--- src/core/uemu_pkg.sv ---
package uemu_pkg;
  // clock and timing
  localparam int CLK_MHZ = 40;
  localparam int RX_TIMER_NS = 1000;
  localparam int TX_TIMER_NS = 1000;
  localparam int TMR_W = 8;
  localparam logic [TMR_W-1:0] RX_TIMER_CYC = TMR_W'((RX_TIMER_NS * CLK_MHZ + 999) / 1000);
  localparam logic [TMR_W-1:0] TX_TIMER_CYC = TMR_W'((TX_TIMER_NS * CLK_MHZ + 999) / 1000);
  localparam int FIFO_DEPTH = 16;

  // host side offsets
  localparam logic [2:0] HOST_DATA = 3'h0;
  localparam logic [2:0] HOST_IER = 3'h1;
  localparam logic [2:0] HOST_FCR_IIR = 3'h2;
  localparam logic [2:0] HOST_LCR = 3'h3;
  localparam logic [2:0] HOST_LSR = 3'h5;

  // local processor side offsets (low address byte)
  localparam logic [7:0] MPU_DATA = 8'hf0;
  localparam logic [7:0] MPU_FCR = 8'he9;
  localparam logic [7:0] MPU_ERR = 8'hf5;
  localparam logic [7:0] MPU_PEND = 8'hf8;
  localparam logic [7:0] MPU_CTRL = 8'hfa;

  // fifo control fields and the line control divisor access bit
  localparam int FCR_EN = 0;
  localparam int FCR_RXRST = 1;
  localparam int FCR_TXRST = 2;
  localparam int FCR_DMA = 3;
  localparam int FCR_OVR = 4;
  localparam int FCR_CHG = 5;
  localparam int FCR_TRIG = 6;
  localparam int LCR_DIV_ACCESS = 7;

  // local control fields
  localparam int CTRL_FORCE_OFF = 0;
  localparam int CTRL_RX_TMR = 1;
  localparam int CTRL_TX_TMR = 2;
  localparam int CTRL_INT_EN = 3;

  // host interrupt enable fields
  localparam int IER_RDA = 0;
  localparam int IER_THRE = 1;
  localparam int IER_ERR = 2;

  // receive trigger levels
  localparam logic [7:0] TRIG_1 = 8'h01;
  localparam logic [7:0] TRIG_4 = 8'h04;
  localparam logic [7:0] TRIG_8 = 8'h08;
  localparam logic [7:0] TRIG_14 = 8'h0e;

  // interrupt id codes
  localparam logic [2:0] IID_ERR = 3'h3;
  localparam logic [2:0] IID_RDA = 3'h2;
  localparam logic [2:0] IID_THRE = 3'h1;
  localparam logic [2:0] IID_NONE = 3'h0;

  // reset values
  localparam logic [7:0] LCR_RST = 8'h00;
  localparam logic [3:0] IER_RST = 4'h0;
  localparam logic [3:0] CTRL_RST = 4'h0;
  localparam logic [1:0] TRIG_RST = 2'h0;

  typedef enum logic [1:0] {HA_IDLE, HA_READ, HA_WRITE} uemu_hacc_e;
endpackage

--- src/core/uemu_fifo.sv ---
`timescale 1ns/100ps
`default_nettype none
module uemu_fifo #(
  parameter int W = 8,
  parameter int DEPTH = 16,
  parameter int CW = $clog2(DEPTH + 1)
) (
  input wire logic i_clk_sys,
  input wire logic i_sys_rst,
  input wire logic i_flush,
  input wire logic i_push,
  input wire logic [W-1:0] i_wdata,
  input wire logic i_pop,
  output logic [W-1:0] o_rdata,
  output logic [CW-1:0] o_count
);
  localparam int AW = (DEPTH > 1) ? $clog2(DEPTH) : 1;
  localparam logic [AW-1:0] LAST = AW'(DEPTH - 1);

  logic [W-1:0] mem_q [DEPTH];
  logic [AW-1:0] wp_q;
  logic [AW-1:0] rp_q;
  logic [CW-1:0] cnt_q;

  // caller gates push on full and pop on empty
  wire [AW-1:0] wp_nx = (wp_q == LAST) ? '0 : wp_q + 1'b1;
  wire [AW-1:0] rp_nx = (rp_q == LAST) ? '0 : rp_q + 1'b1;

  always_ff @(posedge i_clk_sys) begin
    if (i_push) begin
      mem_q[wp_q] <= i_wdata;
    end
  end

  always_ff @(posedge i_clk_sys) begin
    if (i_sys_rst || i_flush) begin
      wp_q <= '0;
      rp_q <= '0;
      cnt_q <= '0;
    end else begin
      if (i_push) begin
        wp_q <= wp_nx;
      end
      if (i_pop) begin
        rp_q <= rp_nx;
      end
      if (i_push && !i_pop) begin
        cnt_q <= cnt_q + 1'b1;
      end else if (i_pop && !i_push) begin
        cnt_q <= cnt_q - 1'b1;
      end
    end
  end

  assign o_rdata = mem_q[rp_q];
  assign o_count = cnt_q;
endmodule // uemu_fifo
`default_nettype wire

--- src/core/uemu_host_port.sv ---
`timescale 1ns/100ps
`default_nettype none
module uemu_host_port import uemu_pkg::*; #(
  parameter int DEPTH = FIFO_DEPTH
) (
  input wire logic i_clk_sys,
  input wire logic i_sys_rst,
  input wire logic i_host_cs_n,
  input wire logic i_host_rd_n,
  input wire logic i_host_wr_n,
  input wire logic [2:0] i_host_addr,
  input wire logic [7:0] i_host_data,
  output logic [7:0] o_host_data,
  output logic o_host_data_oe_n,
  output logic o_host_intr,
  input wire logic [7:0] i_mpu_addr,
  input wire logic i_mpu_rd,
  input wire logic i_mpu_wr,
  input wire logic [7:0] i_mpu_wdata,
  output logic [7:0] o_mpu_rdata,
  output logic o_mpu_intr,
  output logic o_dma_mode1
);
  localparam int CW = $clog2(DEPTH + 1);

  // host pin synchroniser: three stages, control counts when stages 2 and 3 agree
  logic [13:0] sync1_q, sync2_q, sync3_q;
  logic [2:0] ctl_q;
  uemu_hacc_e hst_q;
  logic [2:0] cap_addr_q, rd_addr_q;
  logic [7:0] cap_data_q, hrd_q, mrd_q;
  logic [7:0] lcr_q;
  logic [3:0] ier_q, ctrl_q, shadow_q, lsr_err_q;
  logic fcr_en_q, dma_q, fifo_on_q;
  logic [1:0] trig_q;
  logic chg_q, ovr_q, txrst_sh_q, rxrst_sh_q, pend_q;
  logic thre_q, dr_ok_q;
  logic [TMR_W-1:0] rx_tmr_q, tx_tmr_q;
  logic [7:0] rx_head, tx_head;
  logic [CW-1:0] rx_cnt, tx_cnt;

  always_ff @(posedge i_clk_sys) begin
    if (i_sys_rst) begin
      sync1_q <= 14'h3800;
      sync2_q <= 14'h3800;
      sync3_q <= 14'h3800;
      ctl_q <= 3'h7;
    end else begin
      sync1_q <= {i_host_cs_n, i_host_rd_n, i_host_wr_n, i_host_addr, i_host_data};
      sync2_q <= sync1_q;
      sync3_q <= sync2_q;
      if (sync2_q[13:11] == sync3_q[13:11]) begin
        ctl_q <= sync3_q[13:11];
      end
    end
  end

  wire rd_on = !ctl_q[2] && !ctl_q[1];
  wire wr_on = !ctl_q[2] && !ctl_q[0];
  wire [2:0] h_addr = sync3_q[10:8];
  wire wr_seen = !sync3_q[13] && !sync3_q[11]; // stage 3 may already show a released bus
  wire rd_start = (hst_q == HA_IDLE) && rd_on;
  wire rd_end = (hst_q == HA_READ) && !rd_on;
  wire wr_end = (hst_q == HA_WRITE) && !wr_on;
  wire div_acc = lcr_q[LCR_DIV_ACCESS];

  always_ff @(posedge i_clk_sys) begin
    if (i_sys_rst) begin
      hst_q <= HA_IDLE;
    end else begin
      case (hst_q)
        HA_IDLE: hst_q <= rd_on ? HA_READ : (wr_on ? HA_WRITE : HA_IDLE);
        HA_READ: hst_q <= rd_on ? HA_READ : HA_IDLE;
        HA_WRITE: hst_q <= wr_on ? HA_WRITE : HA_IDLE;
        default: hst_q <= HA_IDLE;
      endcase
    end
  end

  // write data is taken while the strobe is still low, applied at its release
  always_ff @(posedge i_clk_sys) begin
    if (i_sys_rst) begin
      cap_addr_q <= 3'h0;
      cap_data_q <= 8'h00;
      rd_addr_q <= 3'h0;
    end else begin
      if (wr_on && wr_seen) begin
        cap_addr_q <= h_addr;
        cap_data_q <= sync3_q[7:0];
      end
      if (rd_start) begin
        rd_addr_q <= h_addr;
      end
    end
  end

  // host decode
  wire hw_thr = wr_end && (cap_addr_q == HOST_DATA) && !div_acc;
  wire hw_ier = wr_end && (cap_addr_q == HOST_IER) && !div_acc;
  wire hw_fcr = wr_end && (cap_addr_q == HOST_FCR_IIR);
  wire hw_lcr = wr_end && (cap_addr_q == HOST_LCR);
  wire hr_rbr = rd_end && (rd_addr_q == HOST_DATA) && !div_acc;
  wire hr_lsr = rd_end && (rd_addr_q == HOST_LSR);
  wire fcr_ok = cap_data_q[FCR_EN];
  wire rx_rst = hw_fcr && fcr_ok && cap_data_q[FCR_RXRST];
  wire tx_rst = hw_fcr && fcr_ok && cap_data_q[FCR_TXRST];

  // local decode
  wire mr_data = i_mpu_rd && (i_mpu_addr == MPU_DATA);
  wire mw_data = i_mpu_wr && (i_mpu_addr == MPU_DATA);
  wire mr_fcr = i_mpu_rd && (i_mpu_addr == MPU_FCR);
  wire mr_pend = i_mpu_rd && (i_mpu_addr == MPU_PEND);
  wire mw_err = i_mpu_wr && (i_mpu_addr == MPU_ERR);
  wire mw_ctrl = i_mpu_wr && (i_mpu_addr == MPU_CTRL);

  // fifo mode and flushes
  wire fifo_on = fcr_en_q && !ctrl_q[CTRL_FORCE_OFF];
  wire fifo_chg = fifo_on != fifo_on_q;
  wire flush_rx = rx_rst || fifo_chg;
  wire flush_tx = tx_rst || fifo_chg;
  // outside fifo mode the same storage behaves as a one-byte holding register
  wire [CW-1:0] limit = fifo_on ? CW'(DEPTH) : CW'(1);
  wire rx_full = rx_cnt >= limit;
  wire tx_full = tx_cnt >= limit;
  wire rx_empty = rx_cnt == '0;
  wire tx_empty = tx_cnt == '0;
  // overrun push on the receive side is dropped, the stored bytes stay intact
  wire rx_push = mw_data && !rx_full && !flush_rx;
  wire rx_pop = hr_rbr && !rx_empty && !flush_rx;
  wire tx_push = hw_thr && !tx_full && !flush_tx;
  wire tx_pop = mr_data && !tx_empty && !flush_tx;
  wire tx_ovr = hw_thr && tx_full;

  uemu_fifo #(.W(8), .DEPTH(DEPTH), .CW(CW)) u_rx_fifo (
    .i_clk_sys(i_clk_sys),
    .i_sys_rst(i_sys_rst),
    .i_flush(flush_rx),
    .i_push(rx_push),
    .i_wdata(i_mpu_wdata),
    .i_pop(rx_pop),
    .o_rdata(rx_head),
    .o_count(rx_cnt)
  );

  uemu_fifo #(.W(8), .DEPTH(DEPTH), .CW(CW)) u_tx_fifo (
    .i_clk_sys(i_clk_sys),
    .i_sys_rst(i_sys_rst),
    .i_flush(flush_tx),
    .i_push(tx_push),
    .i_wdata(cap_data_q),
    .i_pop(tx_pop),
    .o_rdata(tx_head),
    .o_count(tx_cnt)
  );

  // timers and data-ready / empty gating
  wire rx_tmr_done = rx_tmr_q == TMR_W'(1);
  wire tx_tmr_done = tx_tmr_q == TMR_W'(1);
  wire tx_last = tx_pop && (tx_cnt == CW'(1));
  wire thre_set = (tx_last && !ctrl_q[CTRL_TX_TMR]) || tx_tmr_done;

  always_ff @(posedge i_clk_sys) begin
    if (i_sys_rst || fifo_chg) begin
      rx_tmr_q <= '0;
      tx_tmr_q <= '0;
      dr_ok_q <= 1'b0;
      thre_q <= 1'b1;
    end else begin
      if (rx_push && ctrl_q[CTRL_RX_TMR]) begin
        rx_tmr_q <= RX_TIMER_CYC;
        dr_ok_q <= 1'b0;
      end else if (rx_push || rx_tmr_done) begin
        rx_tmr_q <= '0;
        dr_ok_q <= 1'b1;
      end else if (rx_tmr_q != '0) begin
        rx_tmr_q <= rx_tmr_q - 1'b1;
      end
      if (tx_last && ctrl_q[CTRL_TX_TMR]) begin
        tx_tmr_q <= TX_TIMER_CYC;
      end else if (tx_tmr_q != '0) begin
        tx_tmr_q <= tx_tmr_q - 1'b1;
      end
      if (tx_push) begin
        thre_q <= 1'b0;
      end else if (thre_set || flush_tx) begin
        thre_q <= 1'b1;
      end
    end
  end

  // fifo control and sticky flags; a set in the clearing cycle wins
  always_ff @(posedge i_clk_sys) begin
    if (i_sys_rst) begin
      fcr_en_q <= 1'b0;
      fifo_on_q <= 1'b0;
      dma_q <= 1'b0;
      trig_q <= TRIG_RST;
      chg_q <= 1'b0;
      ovr_q <= 1'b0;
      txrst_sh_q <= 1'b0;
      rxrst_sh_q <= 1'b0;
      pend_q <= 1'b0;
    end else begin
      fifo_on_q <= fifo_on;
      if (hw_fcr) begin
        fcr_en_q <= cap_data_q[FCR_EN];
      end
      if (hw_fcr && fcr_ok) begin
        dma_q <= cap_data_q[FCR_DMA];
        trig_q <= cap_data_q[FCR_TRIG+:2];
      end
      chg_q <= hw_fcr || (chg_q && !mr_fcr);
      ovr_q <= tx_ovr || (ovr_q && !mr_fcr);
      txrst_sh_q <= tx_rst || (txrst_sh_q && !mr_fcr);
      rxrst_sh_q <= rx_rst || (rxrst_sh_q && !mr_fcr);
      pend_q <= hw_thr || (pend_q && !mr_pend && !fifo_chg);
    end
  end

  // host registers and line error bits
  logic [3:0] shown_err;
  assign shown_err = hr_lsr ? hrd_q[4:1] : 4'h0;

  always_ff @(posedge i_clk_sys) begin
    if (i_sys_rst) begin
      lcr_q <= LCR_RST;
      ier_q <= IER_RST;
      ctrl_q <= CTRL_RST;
      shadow_q <= 4'h0;
      lsr_err_q <= 4'h0;
    end else begin
      if (hw_lcr) begin
        lcr_q <= cap_data_q;
      end
      if (hw_ier) begin
        ier_q <= cap_data_q[3:0];
      end
      if (mw_ctrl) begin
        ctrl_q <= i_mpu_wdata[3:0];
      end
      if (mw_err) begin
        shadow_q <= i_mpu_wdata[4:1];
      end
      // only bits the host actually saw are cleared by its read
      if (fifo_chg) begin
        lsr_err_q <= 4'h0;
      end else if (rx_push) begin
        lsr_err_q <= (lsr_err_q & ~shown_err) | shadow_q;
      end else begin
        lsr_err_q <= lsr_err_q & ~shown_err;
      end
    end
  end

  // interrupt status
  wire [7:0] trig_lvl8 = trig_q[1] ? (trig_q[0] ? TRIG_14 : TRIG_8)
    : (trig_q[0] ? TRIG_4 : TRIG_1);
  wire [CW-1:0] trig_lvl = fifo_on ? CW'(trig_lvl8) : CW'(1);
  wire data_ready = !rx_empty && dr_ok_q;
  wire int_err = ier_q[IER_ERR] && (lsr_err_q != 4'h0);
  wire int_rda = ier_q[IER_RDA] && data_ready && (rx_cnt >= trig_lvl);
  wire int_thre = ier_q[IER_THRE] && thre_q;
  wire [2:0] iid = int_err ? IID_ERR : int_rda ? IID_RDA : int_thre ? IID_THRE : IID_NONE;
  wire int_any = int_err || int_rda || int_thre;
  wire [7:0] iir_val = {{2{fifo_on}}, 2'h0, iid, !int_any};
  wire [7:0] lsr_val = {1'b0, thre_q && tx_empty, thre_q, lsr_err_q, data_ready};
  wire [7:0] fcr_val = {trig_q, chg_q, ovr_q, dma_q, txrst_sh_q, rxrst_sh_q, fcr_en_q};

  logic [7:0] hsel;
  always_comb begin
    case (h_addr)
      HOST_DATA: hsel = div_acc ? 8'h00 : rx_head;
      HOST_IER: hsel = div_acc ? 8'h00 : {4'h0, ier_q};
      HOST_FCR_IIR: hsel = iir_val;
      HOST_LCR: hsel = lcr_q;
      HOST_LSR: hsel = lsr_val;
      default: hsel = 8'h00;
    endcase
  end

  logic [7:0] msel;
  always_comb begin
    case (i_mpu_addr)
      MPU_DATA: msel = tx_head;
      MPU_FCR: msel = fcr_val;
      MPU_ERR: msel = {3'h0, shadow_q, 1'b0};
      MPU_PEND: msel = {7'h00, pend_q};
      MPU_CTRL: msel = {4'h0, ctrl_q};
      default: msel = 8'h00;
    endcase
  end

  // host read value frozen for the whole strobe
  always_ff @(posedge i_clk_sys) begin
    if (i_sys_rst) begin
      hrd_q <= 8'h00;
      mrd_q <= 8'h00;
    end else begin
      if (rd_start) begin
        hrd_q <= hsel;
      end
      if (i_mpu_rd) begin
        mrd_q <= msel;
      end
    end
  end

  assign o_host_data = hrd_q;
  assign o_host_data_oe_n = hst_q != HA_READ;
  assign o_host_intr = int_any;
  assign o_mpu_rdata = mrd_q;
  assign o_mpu_intr = ctrl_q[CTRL_INT_EN] && (pend_q || chg_q || ovr_q);
  assign o_dma_mode1 = dma_q && fifo_on;
endmodule // uemu_host_port
`default_nettype wire

--- config.mk ---
export PLATFORM = sky130hd
export DESIGN_NAME = uemu_host_port
export DESIGN_NICKNAME = d
export VERILOG_FILES = /design/src/core/uemu_pkg.sv /design/src/core/uemu_fifo.sv /design/src/core/uemu_host_port.sv
export SDC_FILE = /design/constraint.sdc
export NUM_CORES = 1
export LEC_CHECK = 0
export BUFFER_PORTS_ARGS = -buffer_cell sky130_fd_sc_hd__clkbuf_2
export CORE_MARGIN = 3
export CORE_UTILIZATION = 35
export CTS_BUF_LIST = sky130_fd_sc_hd__clkbuf_4 sky130_fd_sc_hd__clkbuf_8
export DETAILED_ROUTE_END_ITERATION = 8
export GPL_TIMING_DRIVEN = 0
export PLACE_DENSITY = 0.48
export SLEW_MARGIN = 20
export SYNTH_ARGS = -nofsm -noshare
export SYNTH_HDL_FRONTEND = slang
export SYNTH_SLANG_ARGS = --single-unit
--- constraint.sdc ---
create_clock -name i_clk_sys -period 5.7 [get_ports i_clk_sys]
set_input_delay 0.57 -clock i_clk_sys [delete_from_list [all_inputs] [get_ports i_clk_sys]]
set_output_delay 0.57 -clock i_clk_sys [all_outputs]
set_load 0.05 [all_outputs]
==> out/results.txt <==
starting density of the core - 0.3568
# IOs - 54
DP Wirelength - 30950 µm
Post-synth EDFFs - 256
Final Cycle Share - 0.6908
max-slew violations - 0
Clock Latency Late Sink - 0.64 ns
post-synthesis cell count - 1248
Netlist Area Pre-Place - 0.01718 mm²
CP bufs+invs - 4
H-tree Lvls - 3
P&R area growth vs syn - 16.39%
FILL cells - 4511
Avg Cell Area, Syn - 13.77 µm²
max-cap violations - 0
Worst Tran Pin Value - 1.088 ns
cts bufs inserted - 73
# Post-CTS Setup Buffers - 0
Synth warnings - 0
top-area cell type share of the netlist area - 0.4475
nets@finish - 1459
final worst setup slack - 1.762 ns
Syn Nets - 1314
core footprint - 0.04815 mm²
I/O Buffers - 50
final-report hold violation count - 0
Via Count - 10860
dominant cell type by area after synthesis - edfxtp_1
Area after DPL - 0.01844 mm²
Yosys cell types - 79
top-count cell post-synth - edfxtp_1
CP endpoint kind - flip-flop
CP top delay family - compound AO/OA/AOI/OAI gates
CP peak stage delay - 0.72 ns
drt drc - 0
status - finished clean
DP Worst Slack - 1.747 ns
Row Count - 80
GRT Util Overall - 0.1775
Final GP Congestion - 0.8200
worst relative slew slack - 0.2649
number of hold buffers added after cts - 0
Arrival @ worst endpoint - 4.45 ns
crit-path cells - nor2b_1, clkbuf_1, inv_2, ha_1, nor2_1, nand3_1, a211oi_1, nand2_1, inv_1, buf_4, ha_1, nand4_1, a21oi_1, xnor2_1, nor2_1
Peak VDD IR - 0.1796 mV
Max Freq - 254.0 MHz
Die H - 227.5 µm
fin util - 0.4153
TNS Setup - 0 ns
min cycle time layout - 3.938 ns
Most used DFF post-synth - edfxtp_1
gr ovfl total - 0
Clock Sinks - 419
PostCTS Resize Cnt - 0
fin area - 0.01999 mm²
full die area - 0.05178 mm²
largest cells by area after synthesis - edfxtp_1, dfxtp_1, mux4_2
DRT iter0 DRCs - 839
Hold Path Class - in2reg
Post-Route WL - 44990 µm
sequential fraction of the synthesis area - 0.6374
Final setup violation count - 0
first-pass GRT wire length - 67480 µm
leak pwr - 6.877 nW
register area - 0.01095 mm²
pwr dens - 332.4 mW/mm²
drt pass-1 iters - 5
WL/cell - 21.38 µm
RSZ-0062 raised after global routing - false
die width - 227.5 µm
Max Buffers Root-to-Sink - 3
Slowest-stage cell, CP - a211oi_1
clock tree from TritonCTS - done
clk slew on worst S/H paths - 0.06 ns
ANT nets after route - 0
Crit path required time - 6.21 ns
ys async rst share - 0
vias per inst - 5.160
initial antenna violation count - 1
Yosys reg bits - 419
CP Launch Type - flip-flop
share of post-route cells with drive strength above 1 - 0.2225
largest net degree at the start of global routing - 24
clock skew - 0.02827 ns
worst setup path category - reg2reg
multi-input logic area - 0.005898 mm²
Post-synth top cells - edfxtp_1, dfxtp_1, nor2_1
crit path max fanout - 10
clock root buffer master - clkbuf_8
vias in the first global route - 10770
-- logic make-up (layout without fill, tap and decap cells) --
family          Yosys count  after routing  synth area share
flops                   419            419            0.6374
simple gates            381            381            0.1181
compound gates          180            180           0.06708
mux                     111            111            0.1160
buf+inv                  99            298           0.02396
fa+ha+maj                32             32           0.02374
xor+xnor                 26             26           0.01369
other cells               0              1                 0
-- sequential cells by signal, summed over array words and instances (netlist names), 5 cells and up, named ones only --
| register | cells |
|---|---|
| u_rx_fifo.o_count | 5 |
| sync1_q | 14 |
| rx_tmr_q | 8 |
| tx_tmr_q | 8 |
| cap_data_q | 8 |
| sync3_q | 14 |
| sync2_q | 14 |
| lcr_q | 8 |
| u_tx_fifo.mem_q | 128 |
| u_rx_fifo.mem_q | 128 |
| u_tx_fifo.o_count | 5 |
| o_mpu_rdata | 8 |
| o_host_data | 8 |
-- through the flow --
stage / instances / hold slack, ns / power [mW]
global route: 2103 / 0.09028 / 6.941
finish: 2104 / 0.1222 / 6.646
CTS: 2103 / 0.06567 / 6.733
global placement: 1954 / 0.3925 / 3.782
floorplan: 1248 / 0.3895 / 3.679
detailed placement: 1974 / 0.3923 / 3.791
-- final timing paths --
check / start / endpoint / slack [ns] / depth (start not counted)
setup / recovery: fcr_en_q / u_tx_fifo.o_count[4] / 1.76 / 15
hold / removal: i_host_rd_n / sync1_q[12] / 0.12 / 2
setup reg to reg: fcr_en_q / u_tx_fifo.o_count[4] / 1.76 / 15
hold reg to reg: sync1_q[11] / sync2_q[11] / 0.41 / 1
-- report_power, final --
| part | total (mW) | switching, mW | internal [mW] |
|---|---|---|---|
| logic | 0.398 | 0.227 | 0.172 |
| clock network | 2.92 | 1.23 | 1.69 |
| registers | 3.33 | 0.0620 | 3.27 |
| total | 6.65 | 1.52 | 5.13 |
-- final cells by class --
cell class / instances / area share
diodes: 1 / 0.0001252
plain buffers: 64 / 0.01402
clock buffers: 103 / 0.06464
clock inverters: 26 / 0.01264
inverters: 35 / 0.006571
multi-input cells: 730 / 0.2950
flip-flops and latches: 419 / 0.5477
well taps: 656 / 0.04105
repair buffers: 70 / 0.01827
-- routing by layer --
layer  part of all wire  vias to the layer above  GRT usage  routed length [µm]
li1                   -                     5067          -                   -
met1               0.50                     5406     0.2687               22590
met2               0.42                      317     0.2503               18840
met3              0.057                       67    0.04023                2586
met4              0.022                        0    0.06053                 969
met5                  0                        -          0                   0
-- layout by cell type, fill, tap and decap left out, types with 6 or more instances in the layout --
cell type | netlist | layout
clkbuf_8 | 0 | 83
xnor2_1 | 14 | 14
and3_1 | 21 | 21
mux4_2 | 70 | 70
buf_2 | 14 | 28
clkinv_1 | 1 | 10
or3_1 | 8 | 8
a22oi_1 | 7 | 7
a221oi_1 | 6 | 6
or4_1 | 6 | 6
nand4_1 | 18 | 18
a31oi_1 | 6 | 6
nand3_1 | 35 | 35
nand2_1 | 76 | 76
nor2b_1 | 42 | 42
clkbuf_2 | 0 | 50
buf_1 | 6 | 6
a21oi_1 | 69 | 69
ha_1 | 31 | 31
nor3_1 | 19 | 15
edfxtp_1 | 256 | 256
and4_1 | 8 | 8
o31ai_1 | 7 | 7
or2_2 | 11 | 11
mux2i_1 | 37 | 37
a211oi_1 | 13 | 12
nor4_2 | 0 | 8
o21ai_0 | 29 | 29
nand2b_1 | 12 | 12
clkinv_2 | 0 | 10
clkbuf_4 | 0 | 20
nor4_1 | 18 | 10
clkbuf_1 | 39 | 39
buf_4 | 4 | 10
inv_1 | 33 | 33
nor2_1 | 81 | 81
xor2_1 | 11 | 11
nor3b_1 | 6 | 6
dfxtp_1 | 163 | 163
No activity file was read; power rests on OpenSTA's default activity.
